### src/inc/host_port_pkg.sv
package host_port_pkg;

    // Register numbers, as latched from the low four data lines
    localparam logic [3:0] ADDR_STATUS_LOW   = 4'h0;
    localparam logic [3:0] ADDR_STATUS_HIGH  = 4'h1;
    localparam logic [3:0] ADDR_MODE         = 4'h2;
    localparam logic [3:0] ADDR_COMMAND      = 4'h3;
    localparam logic [3:0] ADDR_BUS_A_RX     = 4'ha;
    localparam logic [3:0] ADDR_ADDR_WIDTH   = 4'h4;

    // Field positions
    localparam int unsigned CMD_SOFT_RESET_BIT  = 5;
    localparam int unsigned STAT_TX_READY_BIT   = 0;
    localparam int unsigned STAT_RX_READY_BIT   = 1;
    localparam int unsigned STAT_TAPE_READY_BIT = 2;

    // Values after reset
    localparam logic [7:0] RESET_ZERO        = 8'h00;
    localparam logic [7:0] STATUS_LOW_RESET  = 8'h05;
    localparam logic [7:0] STATUS_HIGH_RESET = 8'h01;

    // Length of the internal reset sequence in clock cycles
    localparam logic [3:0] RESET_SEQ_CYCLES  = 4'h8;

    // Reset sequencer states, Gray coded from RST_IDLE through RST_RUN to RST_DONE
    typedef enum logic [1:0] {
        RST_IDLE = 2'b00,
        RST_RUN  = 2'b01,
        RST_DONE = 2'b11
    } reset_state_t;

endpackage
### src/hdl/host_bus_port.sv
`timescale 1ns/1ns
// Function
// - Asynchronous reset input brings every register to default without host action.
// - Writing command bit 5 starts soft reset; hardware clears it when done.
// - After any reset mode and command read zero; status reads its reset value (viewdata defaults).
// - Transmitter ready flags in both status registers read one after reset.
// - Fifteen registers reached through eleven addresses; this block hosts core ones.
// - Two-level registers move both bytes by consecutive same-address accesses.
// - Shared address: reads return read-only register, writes update write-only one.
// - One bidirectional 8-bit data port carries both address and data.
// - Read and write strobes count only while chip select is active.
// - Exactly one register meets the internal bus per qualified access.
// - Address latched from four low data lines at falling edge of ALE.
// - Data line 3 is address MSB, line 0 LSB; value is register number.
// - Status registers read only; mode and command read and write.
// - Bus A receive pair: first byte bits L-4..L-11, second length and last four.
// - Reading receive pair clears ready flag; flag blocks overwriting of holding pair.
module host_bus_port (
    // Clock and reset
    input  wire logic        clk_i,
    input  wire logic        nrst_i,
    // Host bus, active-high ALE and active-low strobes
    input  wire logic        ale_i,
    input  wire logic        rd_n_i,
    input  wire logic        wr_n_i,
    input  wire logic        cs_n_i,
    input  wire logic [7:0]  data_i,
    output logic      [7:0]  data_o,
    output logic             data_oe_o,
    // Serial bus A receiver message
    input  wire logic        bus_a_msg_valid_i,
    input  wire logic [11:0] bus_a_msg_bits_i,
    input  wire logic [3:0]  bus_a_msg_len_i,
    // Status from the serial sections
    input  wire logic        line_tx_busy_i,
    input  wire logic        bus_b_tx_busy_i,
    input  wire logic        tape_tx_busy_i,
    input  wire logic        serial_bus_b_receiver_ready_i,
    // Control outputs
    output logic      [7:0]  mode_register_o,
    output logic      [7:0]  command_register_o,
    output logic             section_reset_o
);

    logic        ale_q;
    logic        rd_n_q;
    logic        wr_n_q;
    logic [3:0]  addr_q;
    logic [7:0]  mode_q;
    logic [7:0]  command_q;
    logic        line_transmitter_ready_q;
    logic        serial_bus_b_transmitter_ready_q;
    logic        tape_transmitter_ready_q;
    logic        serial_bus_a_receiver_ready_q;
    logic [7:0]  bus_a_receive_first_byte_q;
    logic [7:0]  bus_a_receive_second_byte_q;
    logic        byte_ptr_q;
    logic [7:0]  data_q;
    logic        data_oe_q;
    logic        soft_busy;
    logic        soft_done;
    logic        soft_start;
    logic        rd_strobe;
    logic        wr_strobe;
    logic        rd_end;
    logic        sel_rx_a;
    logic [7:0]  status_low;
    logic [7:0]  status_high;
    logic [11:0] rx_order;

    // Strobes qualified by chip select, write and read acted on at their rising end
    assign rd_strobe  = !rd_n_i && !cs_n_i;
    assign wr_strobe  = wr_n_i && !wr_n_q && !cs_n_i;
    assign rd_end     = rd_n_i && !rd_n_q && !cs_n_i;
    assign sel_rx_a   = (addr_q == host_port_pkg::ADDR_BUS_A_RX);
    assign soft_start = wr_strobe && (addr_q == host_port_pkg::ADDR_COMMAND)
                        && data_i[host_port_pkg::CMD_SOFT_RESET_BIT];

    // Message bits reordered so the oldest bit lands lowest in each byte
    for (genvar i = 0; i < 12; i++) begin : g_rx_order
        assign rx_order[i] = bus_a_msg_bits_i[11 - i];
    end

    reset_sequencer reset_sequencer_inst (
        .clk_i   (clk_i),
        .nrst_i  (nrst_i),
        .start_i (soft_start),
        .busy_o  (soft_busy),
        .done_o  (soft_done)
    );

    // Previous levels of the host strobes for edge detection
    always_ff @(posedge clk_i or negedge nrst_i) begin
        if (!nrst_i) begin
            ale_q  <= 1'b0;
            rd_n_q <= 1'b1;
            wr_n_q <= 1'b1;
        end else begin
            ale_q  <= ale_i;
            rd_n_q <= rd_n_i;
            wr_n_q <= wr_n_i;
        end
    end

    // Address latch, taken only on the falling edge of ALE
    always_ff @(posedge clk_i or negedge nrst_i) begin
        if (!nrst_i) begin
            addr_q <= 4'h0;
        end else if (ale_q && !ale_i) begin
            addr_q <= data_i[3:0];
        end
    end

    // Mode and command registers, cleared by either reset
    always_ff @(posedge clk_i or negedge nrst_i) begin
        if (!nrst_i) begin
            mode_q    <= host_port_pkg::RESET_ZERO;
            command_q <= host_port_pkg::RESET_ZERO;
        end else if (soft_done) begin
            mode_q    <= host_port_pkg::RESET_ZERO;
            command_q <= host_port_pkg::RESET_ZERO;
        end else if (wr_strobe && !soft_busy) begin
            if (addr_q == host_port_pkg::ADDR_MODE) begin
                mode_q <= data_i;
            end else if (addr_q == host_port_pkg::ADDR_COMMAND) begin
                command_q <= data_i;
            end
        end
    end

    // Transmitter ready flags, high in hardware reset, forced low during soft reset, else not busy
    always_ff @(posedge clk_i or negedge nrst_i) begin
        if (!nrst_i) begin
            line_transmitter_ready_q         <= 1'b1;
            serial_bus_b_transmitter_ready_q <= 1'b1;
            tape_transmitter_ready_q         <= 1'b1;
        end else if (soft_busy) begin
            line_transmitter_ready_q         <= 1'b0;
            serial_bus_b_transmitter_ready_q <= 1'b0;
            tape_transmitter_ready_q         <= 1'b0;
        end else begin
            line_transmitter_ready_q         <= !line_tx_busy_i;
            serial_bus_b_transmitter_ready_q <= !bus_b_tx_busy_i;
            tape_transmitter_ready_q         <= !tape_tx_busy_i;
        end
    end

    // Bus A receive holding pair and its ready flag; soft reset wins, then a new message over the read clear, a message arriving while ready is set is dropped
    always_ff @(posedge clk_i or negedge nrst_i) begin
        if (!nrst_i) begin
            serial_bus_a_receiver_ready_q <= 1'b0;
            bus_a_receive_first_byte_q    <= 8'h00;
            bus_a_receive_second_byte_q   <= 8'h00;
        end else if (soft_busy) begin
            serial_bus_a_receiver_ready_q <= 1'b0;
        end else if (bus_a_msg_valid_i && !serial_bus_a_receiver_ready_q) begin
            serial_bus_a_receiver_ready_q <= 1'b1;
            bus_a_receive_first_byte_q    <= rx_order[7:0];
            bus_a_receive_second_byte_q   <= {bus_a_msg_len_i, rx_order[11:8]};
        end else if (rd_end && sel_rx_a && byte_ptr_q) begin
            serial_bus_a_receiver_ready_q <= 1'b0;
        end
    end

    // Byte pointer for the two-level register, reset on new address
    always_ff @(posedge clk_i or negedge nrst_i) begin
        if (!nrst_i) begin
            byte_ptr_q <= 1'b0;
        end else if (ale_q && !ale_i) begin
            byte_ptr_q <= 1'b0;
        end else if (rd_end && sel_rx_a) begin
            byte_ptr_q <= !byte_ptr_q;
        end
    end

    // Status bytes; unallocated bits read as zero
    assign status_low  = {5'h00, tape_transmitter_ready_q,
                          serial_bus_a_receiver_ready_q, line_transmitter_ready_q};
    assign status_high = {6'h00, serial_bus_b_receiver_ready_i,
                          serial_bus_b_transmitter_ready_q};

    // Read mux, one register driven per access
    always_ff @(posedge clk_i or negedge nrst_i) begin
        if (!nrst_i) begin
            data_q    <= 8'h00;
            data_oe_q <= 1'b0;
        end else begin
            data_oe_q <= rd_strobe;
            if (addr_q == host_port_pkg::ADDR_STATUS_LOW) begin
                data_q <= status_low;
            end else if (addr_q == host_port_pkg::ADDR_STATUS_HIGH) begin
                data_q <= status_high;
            end else if (addr_q == host_port_pkg::ADDR_MODE) begin
                data_q <= mode_q;
            end else if (addr_q == host_port_pkg::ADDR_COMMAND) begin
                data_q <= command_q;
            end else if (sel_rx_a) begin
                data_q <= byte_ptr_q ? bus_a_receive_second_byte_q
                                     : bus_a_receive_first_byte_q;
            end else begin
                data_q <= 8'h00;
            end
        end
    end

    // Registered control outputs
    always_ff @(posedge clk_i or negedge nrst_i) begin
        if (!nrst_i) begin
            section_reset_o <= 1'b1;
        end else begin
            section_reset_o <= soft_busy;
        end
    end

    assign data_o             = data_q;
    assign data_oe_o          = data_oe_q;
    assign mode_register_o    = mode_q;
    assign command_register_o = command_q;

endmodule

### src/hdl/reset_sequencer.sv
`timescale 1ns/1ns
module reset_sequencer (
    // Clock and reset
    input  wire logic clk_i,
    input  wire logic nrst_i,
    // Request and progress
    input  wire logic start_i,
    output logic      busy_o,
    output logic      done_o
);

    host_port_pkg::reset_state_t state_q;
    logic [3:0]                  count_q;

    // Counts out the software reset sequence, then pulses done
    always_ff @(posedge clk_i or negedge nrst_i) begin
        if (!nrst_i) begin
            state_q <= host_port_pkg::RST_IDLE;
            count_q <= 4'h0;
        end else begin
            case (state_q)
                host_port_pkg::RST_IDLE: begin
                    if (start_i) begin
                        state_q <= host_port_pkg::RST_RUN;
                        count_q <= 4'h0;
                    end
                end
                host_port_pkg::RST_RUN: begin
                    count_q <= count_q + 4'h1;
                    if (count_q == host_port_pkg::RESET_SEQ_CYCLES - 4'h1) begin
                        state_q <= host_port_pkg::RST_DONE;
                    end
                end
                default: begin
                    state_q <= host_port_pkg::RST_IDLE;
                end
            endcase
        end
    end

    assign busy_o = (state_q == host_port_pkg::RST_RUN);
    assign done_o = (state_q == host_port_pkg::RST_DONE);

endmodule

### config.mk
export PLATFORM = sky130hd
export DESIGN_NAME = host_bus_port
export DESIGN_NICKNAME = d
export VERILOG_FILES = /design/src/inc/host_port_pkg.sv /design/src/hdl/host_bus_port.sv /design/src/hdl/reset_sequencer.sv
export SDC_FILE = /design/constraint.sdc
export NUM_CORES = 1
export LEC_CHECK = 0
export BUFFER_PORTS_ARGS = -buffer_cell sky130_fd_sc_hd__buf_2
export CAP_MARGIN = 20
export CORE_ASPECT_RATIO = 0.5
export CORE_MARGIN = 1.5
export CORE_UTILIZATION = 50
export CTS_BUF_LIST = sky130_fd_sc_hd__clkbuf_4 sky130_fd_sc_hd__clkbuf_8
export DETAILED_ROUTE_END_ITERATION = 10
export PLACE_DENSITY = 0.89
export SYNTH_ARGS = -nofsm -noshare
export SYNTH_HDL_FRONTEND = slang
export SYNTH_SLANG_ARGS = --single-unit
### constraint.sdc
create_clock -name clk_i -period 1.59 [get_ports clk_i]
set_input_delay 0.318 -clock clk_i [delete_from_list [all_inputs] [get_ports clk_i]]
set_output_delay 0.318 -clock clk_i [all_outputs]
set_load 0.01 [all_outputs]
==> metrics.yaml, run 1 <==
grt_pass1_vias: 2118
area_delta_synth_final_pct: 29.0
io_pins: 61
gp_congestion: 0.816
drive_gt1_share_pct: 48.1
clkLatencyLatePin_ps: 350
cp-start-kind: "flop"
hp-class: "input pin to flop"
clock_sinks: 60
dp_hpwl_um: 4630
die_h_um: 54.7
rsz0062_at_grt: "yes"
final.setup.tns_ps: -59.1
whs_ps: 98.3
grt_max_degree: 22
dpl_worst_slack_ps: 36.5
max_cap_violations: 0
drt_iter0_drc: 305
dieArea_um2: 5820
wl_met3_um: 808
worstMarginPinSlew_ps: 719
slew_headroom_pct: 52.0
max_freq_ghz: 0.621
final.period_utilization_pct: 101
drt-pass1-iter-count: 5
dp.cells: 357
cp_max_fo: 13
wl_per_cell_um: 21.5
fin_nets: 339
grt_pass1_wl_um: 10700
status: "finished, violations left"
criticalPathCategory: "flop to flop"
wl_met2_um: 3750
via_count: 2391
yosysTopAreaCell: "dfrtp_1"
cp.required_ps: 1800
start_util_pct: 53.0
synth-main-ff-cell: "dfrtp_1"
min_path_cells: 1
synth-edff-count: 0
violations: "negative setup slack"
numCtsBuffers: 9
htree_levels: 3
wl_met1_um: 3130
critical_path.endpoint: "data_o[7]"
core.rowCount: 18
slowest_delay_ps: 460
core_um2: 5040
instances_no_fill: 378
synth.area.top_cells: "dfrtp_1, mux2_2, dfstp_2"
path_cells: "buf_4 -> and4bb_2 -> a221oi_1 -> a21oi_1"
clkSlewWorstSetupHoldPaths_ps: 70
netlist_area_um2: 2670
ys_async_sr_fraction_pct: 100
period_needed_ps: 1610
syn_inst: 223
rrSetupSlack_ps: -20
worstPathArrival_ps: 1820
synth_nets: 259
slowest_stage: "dfrtp_1"
finalWorstSetupSlack_ps: -20.8
slew_viol_final: 0
yosysSeqAreaShare_pct: 56.4
clockRootBuffer: "clkbuf_8"
syn_avg_cell_area_um2: 12.0
io_buffer_count: 60
die_w_um: 106
synth.most_common_cell: "dfrtp_1"
r2r-start: "addr_q[0]"
drc_errors: 0
top_layer_used: "met4"
r2r_cells: 4
fin_skew_ps: 12.5
synth_warnings: 0
setup_viol: 6
leakage_uw: 0.00165
ir_worst_vdd_mv: 0.602
drtAntennaViolNets: 0
synth.distinct_cells: 40
finish.utilization_pct: 68.4
grt_usage_pct: 25.5
reg2reg_to: "data_o[7]"
synth_common_cells: "dfrtp_1, mux2_2, nand2_1"
cts_tree: "yes"
end_kind: "flop"
via_per_inst: 6.33
synth_top_area_share_pct: 50.5
worstSetupStartpoint: "addr_q[0]"
postRouteWirelength_um: 8110
antenna_found_initial: 0
power_density_nw_per_um2: 1530
clockBufferDepth: 2
finalHoldViolations: 0
num_antenna_cells: 0
yosys_register_bits: 60
grt-ovfl-total: 0
[power breakdown]
| group | leakage [uW] | switching (uW) | internal, uW |
|---|---|---|---|
| clock network | 0.000122 | 593 | 1010 |
| logic | 0.000779 | 693 | 684 |
| registers | 0.000749 | 336 | 1970 |
[timing repair]
item                                   4_1_cts  5_1_grt
setup endpoints to repair                    1       28
endpoints found under the hold margin        6        0
resized for setup                            3        5
pin swaps                                    0        3
hold buffers                                 1        0
setup buffers                                0        4
[kinds of logic (layout without fill, tap and decap cells)]
group | after synthesis | count (layout) | share of synthesized area [%]
flops | 60 | 60 | 56.4
compound gates | 43 | 43 | 10.2
simple gates | 67 | 67 | 14.5
mux | 38 | 38 | 15.5
fa+ha+maj | 1 | 1 | 0.468
buf+inv | 14 | 99 | 2.90
[flip-flops by register name, summed over array words and instances (netlist names), 2 cells and up]
| name | cells |
|---|---|
| addr_q | 4 |
| bus_a_receive_first_byte_q | 8 |
| bus_a_receive_second_byte_q | 8 |
| command_register_o | 8 |
| data_o | 8 |
| mode_register_o | 8 |
| reset_sequencer_inst.count_q | 4 |
| reset_sequencer_inst.state_q | 2 |
[placed cells by master, fill, tap and decap left out, drive strengths merged, types with 2 or more instances in the layout]
| cell type | netlist | layout |
|---|---|---|
| nor2 | 7 | 7 |
| nand4bb | 2 | 2 |
| mux2i | 10 | 10 |
| a31o | 4 | 4 |
| o22ai | 2 | 2 |
| nor2b | 4 | 4 |
| nor4b | 2 | 2 |
| nand2b | 4 | 4 |
| a21oi | 9 | 9 |
| o31ai | 2 | 2 |
| a221oi | 5 | 5 |
| nand3 | 8 | 8 |
| nor3 | 3 | 3 |
| o21ai | 16 | 16 |
| buf | 8 | 80 |
| clkbuf | 4 | 12 |
| dfstp | 6 | 6 |
| bufinv | 0 | 2 |
| clkinv | 0 | 2 |
| inv | 2 | 2 |
| nand2 | 23 | 23 |
| and3 | 4 | 4 |
| dfrtp | 54 | 54 |
| a2bb2oi | 2 | 2 |
| nor3b | 2 | 2 |
| mux2 | 28 | 28 |
[area by class of cell]
type                    count  area [um2]
clock buffers              12         165
clock inverters             4        70.1
fillers                   331        1600
inverters                   2        10.0
multi-input cells         149        1130
flip-flops and latches     60        1510
well taps                  70        87.6
repair buffers             81         477
[through the flow]
stage | total power, uW | cell area, um2
global route | 5480 | 3450
CTS | 5170 | 3400
detailed placement | 3540 | 3130
finish | 5280 | 3450
floorplan | 3020 | 2670
global placement | 3430 | 3130
[worst max-delay path: cells and delay by family (launching register included)]
family	cells	cell delay (ps)
buffers and inverters	1	240
AOI/OAI and AO/OA	2	480
DFF	1	460
and+or+nand+nor	1	310
[worst min path at each step]
stage	start	end	slack, ps
5_1_grt	wr_n_i	wr_n_q	90
4_1_cts	line_tx_busy_i	line_transmitter_ready_q	80
3_3_place_gp	nrst_i	reset_sequencer_inst.count_q[1]	180
3_5_place_dp	nrst_i	reset_sequencer_inst.count_q[3]	190
6_report	wr_n_i	wr_n_q	100
2_1_floorplan	nrst_i	addr_q[0]	20
[metal layers]
layer,vias to the layer above,track usage (%)
li1,973,-
met4,0,14.2
met3,55,7.74
met1,1149,30.7
met5,-,0
met2,214,42.6
(Power assumes the default switching activity.)
==> inputs of run 2 (changes only) <==
CORE_MARGIN = 4   (was 1.5)
SLEW_MARGIN = 20   (was unset)
==> metrics.yaml, run 2 (same netlist as run 1, synthesis figures left out) <==
postCtsSetupRepairBufs: 0
hp-class: "input pin to flop"
slowest_delay_ps: 440
grt_pass1_vias: 2285
end_kind: "flop"
r2r-start: "addr_q[0]"
core.rowCount: 18
dp_hpwl_um: 4970
path_cells: "buf_4 -> and4bb_2 -> a221oi_1 -> a21oi_1"
core_um2: 5040
whs_ps: 91.8
num_antenna_cells: 0
cp_num_buf_inv: 1
rsz0062_at_grt: "yes"
drive_gt1_share_pct: 46.4
worstPathArrival_ps: 1760
slowest_stage: "dfrtp_1"
clkSlewWorstSetupHoldPaths_ps: 70
via_per_inst: 5.89
layout_common_cells: "buf_2, dfrtp_1, mux2_2, nand2_1, o21ai_0"
clockBufferDepth: 2
reg2reg_to: "data_o[3]"
start_util_pct: 53.0
rrSetupSlack_ps: 40
min_path_cells: 2
grt_pass1_wl_um: 11900
worstSetupPathDepth: 4
cp.required_ps: 1790
numCtsBuffers: 9
layout_commonest_cell: "buf_2"
io_pins: 61
area_delta_synth_final_pct: 27.7
worstMarginPinSlew_ps: 640
drtAntennaViolNets: 0
max_cap_violations: 0
leakage_uw: 0.00163
period_needed_ps: 1550
finalHoldViolations: 0
gp_congestion: 0.965
fin_nets: 335
antenna_found_initial: 0
via_count: 2203
setup_viol: 0
hold_end: "serial_bus_b_transmitter_ready_q"
grt-ovfl-total: 0
die_w_um: 111
finish.utilization_pct: 67.7
min-delay-start: "bus_b_tx_busy_i"
wl_per_cell_um: 19.9
clockRootBuffer: "clkbuf_8"
clock_sinks: 60
cp_max_fo: 13
htree_levels: 3
cp_top_family: "compound AO/OA/AOI/OAI gates"
drt_iter0_drc: 258
dieArea_um2: 6650
fin_skew_ps: 7.04
power_density_nw_per_um2: 1490
max_freq_ghz: 0.643
clkLatencyLatePin_ps: 340
grt_usage_pct: 23.6
ir_worst_vdd_mv: 0.752
drt-pass1-iter-count: 6
criticalPathCategory: "flop to flop"
io_buffer_count: 60
cp-start-kind: "flop"
postRouteWirelength_um: 7420
slew_viol_final: 0
status: "finished clean"
final.period_utilization_pct: 97.8
r2r_cells: 4
grt_max_degree: 25
die_h_um: 59.7
drc_errors: 0
cts_tree: "yes"
slew_headroom_pct: 57.3
-- run 2: cell count changes in the layout (fill, tap and decap cells not counted), sizes merged --
cell / previous run / this run
buf: 80 / 76
clkbuf: 12 / 13
bufinv: 2 / 1
-- run 2: what timing repair did --
action | 4_1_cts | 5_1_grt
resized for setup | 1 | 4
hold endpoints to repair | 14 | 0
hold buffers | 1 | 0
setup endpoints to repair | 5 | 27
pin swaps | 0 | 1
-- run 2: how the worst max path moves through the flow --
stage	from	to	slack (ps)
final	addr_q[0]	data_o[3]	40
after global routing	reset_sequencer_inst.state_q[1]	bus_a_receive_second_byte_q[7]	-30
after CTS	addr_q[2]	byte_ptr_q	10
after detailed placement	cs_n_i	reset_sequencer_inst.count_q[2]	-9
after global placement	cs_n_i	reset_sequencer_inst.count_q[0]	80
after floorplan	reset_sequencer_inst.state_q[0]	bus_a_receive_first_byte_q[0]	4
-- run 2: final cells by class --
class	instances	area, um2
Clock buffer	13	173
Clock inverter	3	43.8
Fill cell	339	1630
Inverter	2	10.0
Multi-Input combinational cell	149	1120
Sequential cell	60	1510
Tap cell	70	87.6
Timing Repair Buffer	77	468
-- run 2: metrics by stage --
| step | cell area [um2] | power [uW] | TNS (ps) | cells | setup slack (ps) |
|---|---|---|---|---|---|
| final | 3410 | 5080 | 0 | 374 | 35.1 |
| after global routing | 3410 | 5330 | -268 | 374 | -28.9 |
| after CTS | 3390 | 5050 | 0 | 374 | 14.8 |
| after detailed placement | 3150 | 3550 | -10.9 | 357 | -9.21 |
| after global placement | 3150 | 3440 | 0 | 357 | 82.1 |
| after floorplan | 2670 | 3020 | 0 | 223 | 4.32 |
-- run 2: power breakdown --
part / leakage [uW] / internal [uW] / switching, uW
sequential: 0.000749 / 1970 / 310
combinational: 0.000768 / 686 / 659
clock: 0.000113 / 870 / 585
total: 0.00163 / 3530 / 1550
-- run 2: worst reg2reg max path, cell delays in order (launching register included) --
cell and delay, ps:
dfrtp_1 440, buf_4 230, and4bb_2 290, a221oi_1 360
a21oi_1 100
-- run 2: per-layer routing --
layer / share of wire (%) / track usage [%] / vias up
met5: 0 / 0 / -
li1: - / - / 959
met2: 50 / 39.4 / 136
met4: 3.8 / 11.1 / 0
met1: 38 / 27.6 / 1077
met3: 8.2 / 9.40 / 31
==> inputs of run 3 (changes only) <==
PLACE_DENSITY = 0.78   (was 0.89)
==> metrics.yaml, run 3 (same netlist as run 1, synthesis figures left out) <==
grt-ovfl-total: 0
finalWorstSetupSlack_ps: 85.0
cts_tree: "yes"
grt_usage_pct: 21.3
leakage_uw: 0.00160
fin_nets: 337
rrSetupSlack_ps: 90
io_buffer_count: 60
area_delta_synth_final_pct: 25.7
gp_congestion: 0.857
io_pins: 61
status: "finished clean"
final.setup.tns_ps: 0
max_freq_ghz: 0.664
finalHoldViolations: 0
via_count: 2054
max_cap_violations: 0
layout_common_cells: "buf_2, dfrtp_1, mux2_2, nand2_1, o21ai_0"
critical_path.endpoint: "data_o[6]"
dp.cells: 359
finish.utilization_pct: 66.6
reg2reg_to: "data_o[6]"
end_kind: "flop"
slew_viol_final: 0
drc_errors: 0
wl_per_cell_um: 16.8
final.period_utilization_pct: 94.7
die_w_um: 111
power_density_nw_per_um2: 1400
instances_no_fill: 376
clockBufferDepth: 2
clockRootBuffer: "clkbuf_8"
criticalPathCategory: "flop to flop"
worstPathArrival_ps: 1720
via_per_inst: 5.46
cp.required_ps: 1800
cp-start-kind: "flop"
core_um2: 5040
drive_gt1_share_pct: 46.4
num_antenna_cells: 0
period_needed_ps: 1500
slew_headroom_pct: 70.6
numCtsBuffers: 9
setup_viol: 0
n_fill_cell: 404
dpl_worst_slack_ps: -0.743
grt_pass1_vias: 2135
antenna_found_initial: 0
dp_hpwl_um: 4730
drtAntennaViolNets: 0
grt_max_degree: 26
r2r-start: "byte_ptr_q"
worstMarginPinSlew_ps: 441
core.rowCount: 18
cp_max_fo: 10
fin_skew_ps: 9.72
postRouteWirelength_um: 6330
ir_worst_vdd_mv: 0.766
htree_levels: 3
clock_sinks: 60
r2r_cells: 3
rsz0062_at_grt: "yes"
clkLatencyLatePin_ps: 340
grt_pass1_wl_um: 10800
hp-class: "input pin to flop"
start_util_pct: 53.0
drt-pass1-iter-count: 4
drt_iter0_drc: 136
die_h_um: 59.7
worstSetupStartpoint: "byte_ptr_q"
layout_commonest_cell: "buf_2"
power_uw: 4720
dieArea_um2: 6650
clkSlewWorstSetupHoldPaths_ps: 70
[run 3: worst min path at each step]
stage | start | depth (start not counted) | slack [ps] | end
detailed placement | nrst_i | 1 | 280 | byte_ptr_q
global route | bus_b_tx_busy_i | 2 | 70 | serial_bus_b_transmitter_ready_q
global placement | nrst_i | 1 | 280 | byte_ptr_q
floorplan | nrst_i | 0 | 20 | addr_q[0]
finish | tape_tx_busy_i | 2 | 90 | tape_transmitter_ready_q
CTS | tape_tx_busy_i | 2 | 70 | tape_transmitter_ready_q
[run 3: worst max-delay path, stage by stage, from the launching register on]
cell and delay, ps:
dfrtp_1 610, mux2_2 400, a221oi_1 300, a21oi_1 80
[run 3: final cells by class]
class	count	area, um2	area share (%)
sequential	60	1510	44.9
multi-input combinational	149	1090	32.6
timing repair buffer	79	483	14.4
clock buffer	10	138	4.09
tap	70	87.6	2.61
clock inverter	6	40.0	1.19
inverter	2	10.0	0.298
[run 3: power by group]
group          internal, uW  switching [uW]  leakage, uW
logic                   679             591     0.000767
clock network           600             598    0.0000803
registers              1970             278     0.000749
[run 3: metal layers]
metal	track usage (%)	up-vias	routed length (um)
li1	-	963	-
met1	27.6	1000	2780
met2	32.7	71	2950
met3	7.28	20	417
met4	10.2	0	175
met5	0	-	0
[run 3: per-stage QoR]
step | cell area (um2) | hold slack [ps]
finish | 3360 | 88.8
detailed placement | 3170 | 284
CTS | 3350 | 73.1
global route | 3360 | 65.5
global placement | 3170 | 281
floorplan | 2670 | 22.4
[run 3: what timing repair did]
item                                   CTS  global route
resized for setup                        0             2
buffers inserted                         0             0
setup endpoints to repair                0            17
endpoints found under the hold margin   14             0
hold buffers                             1             0
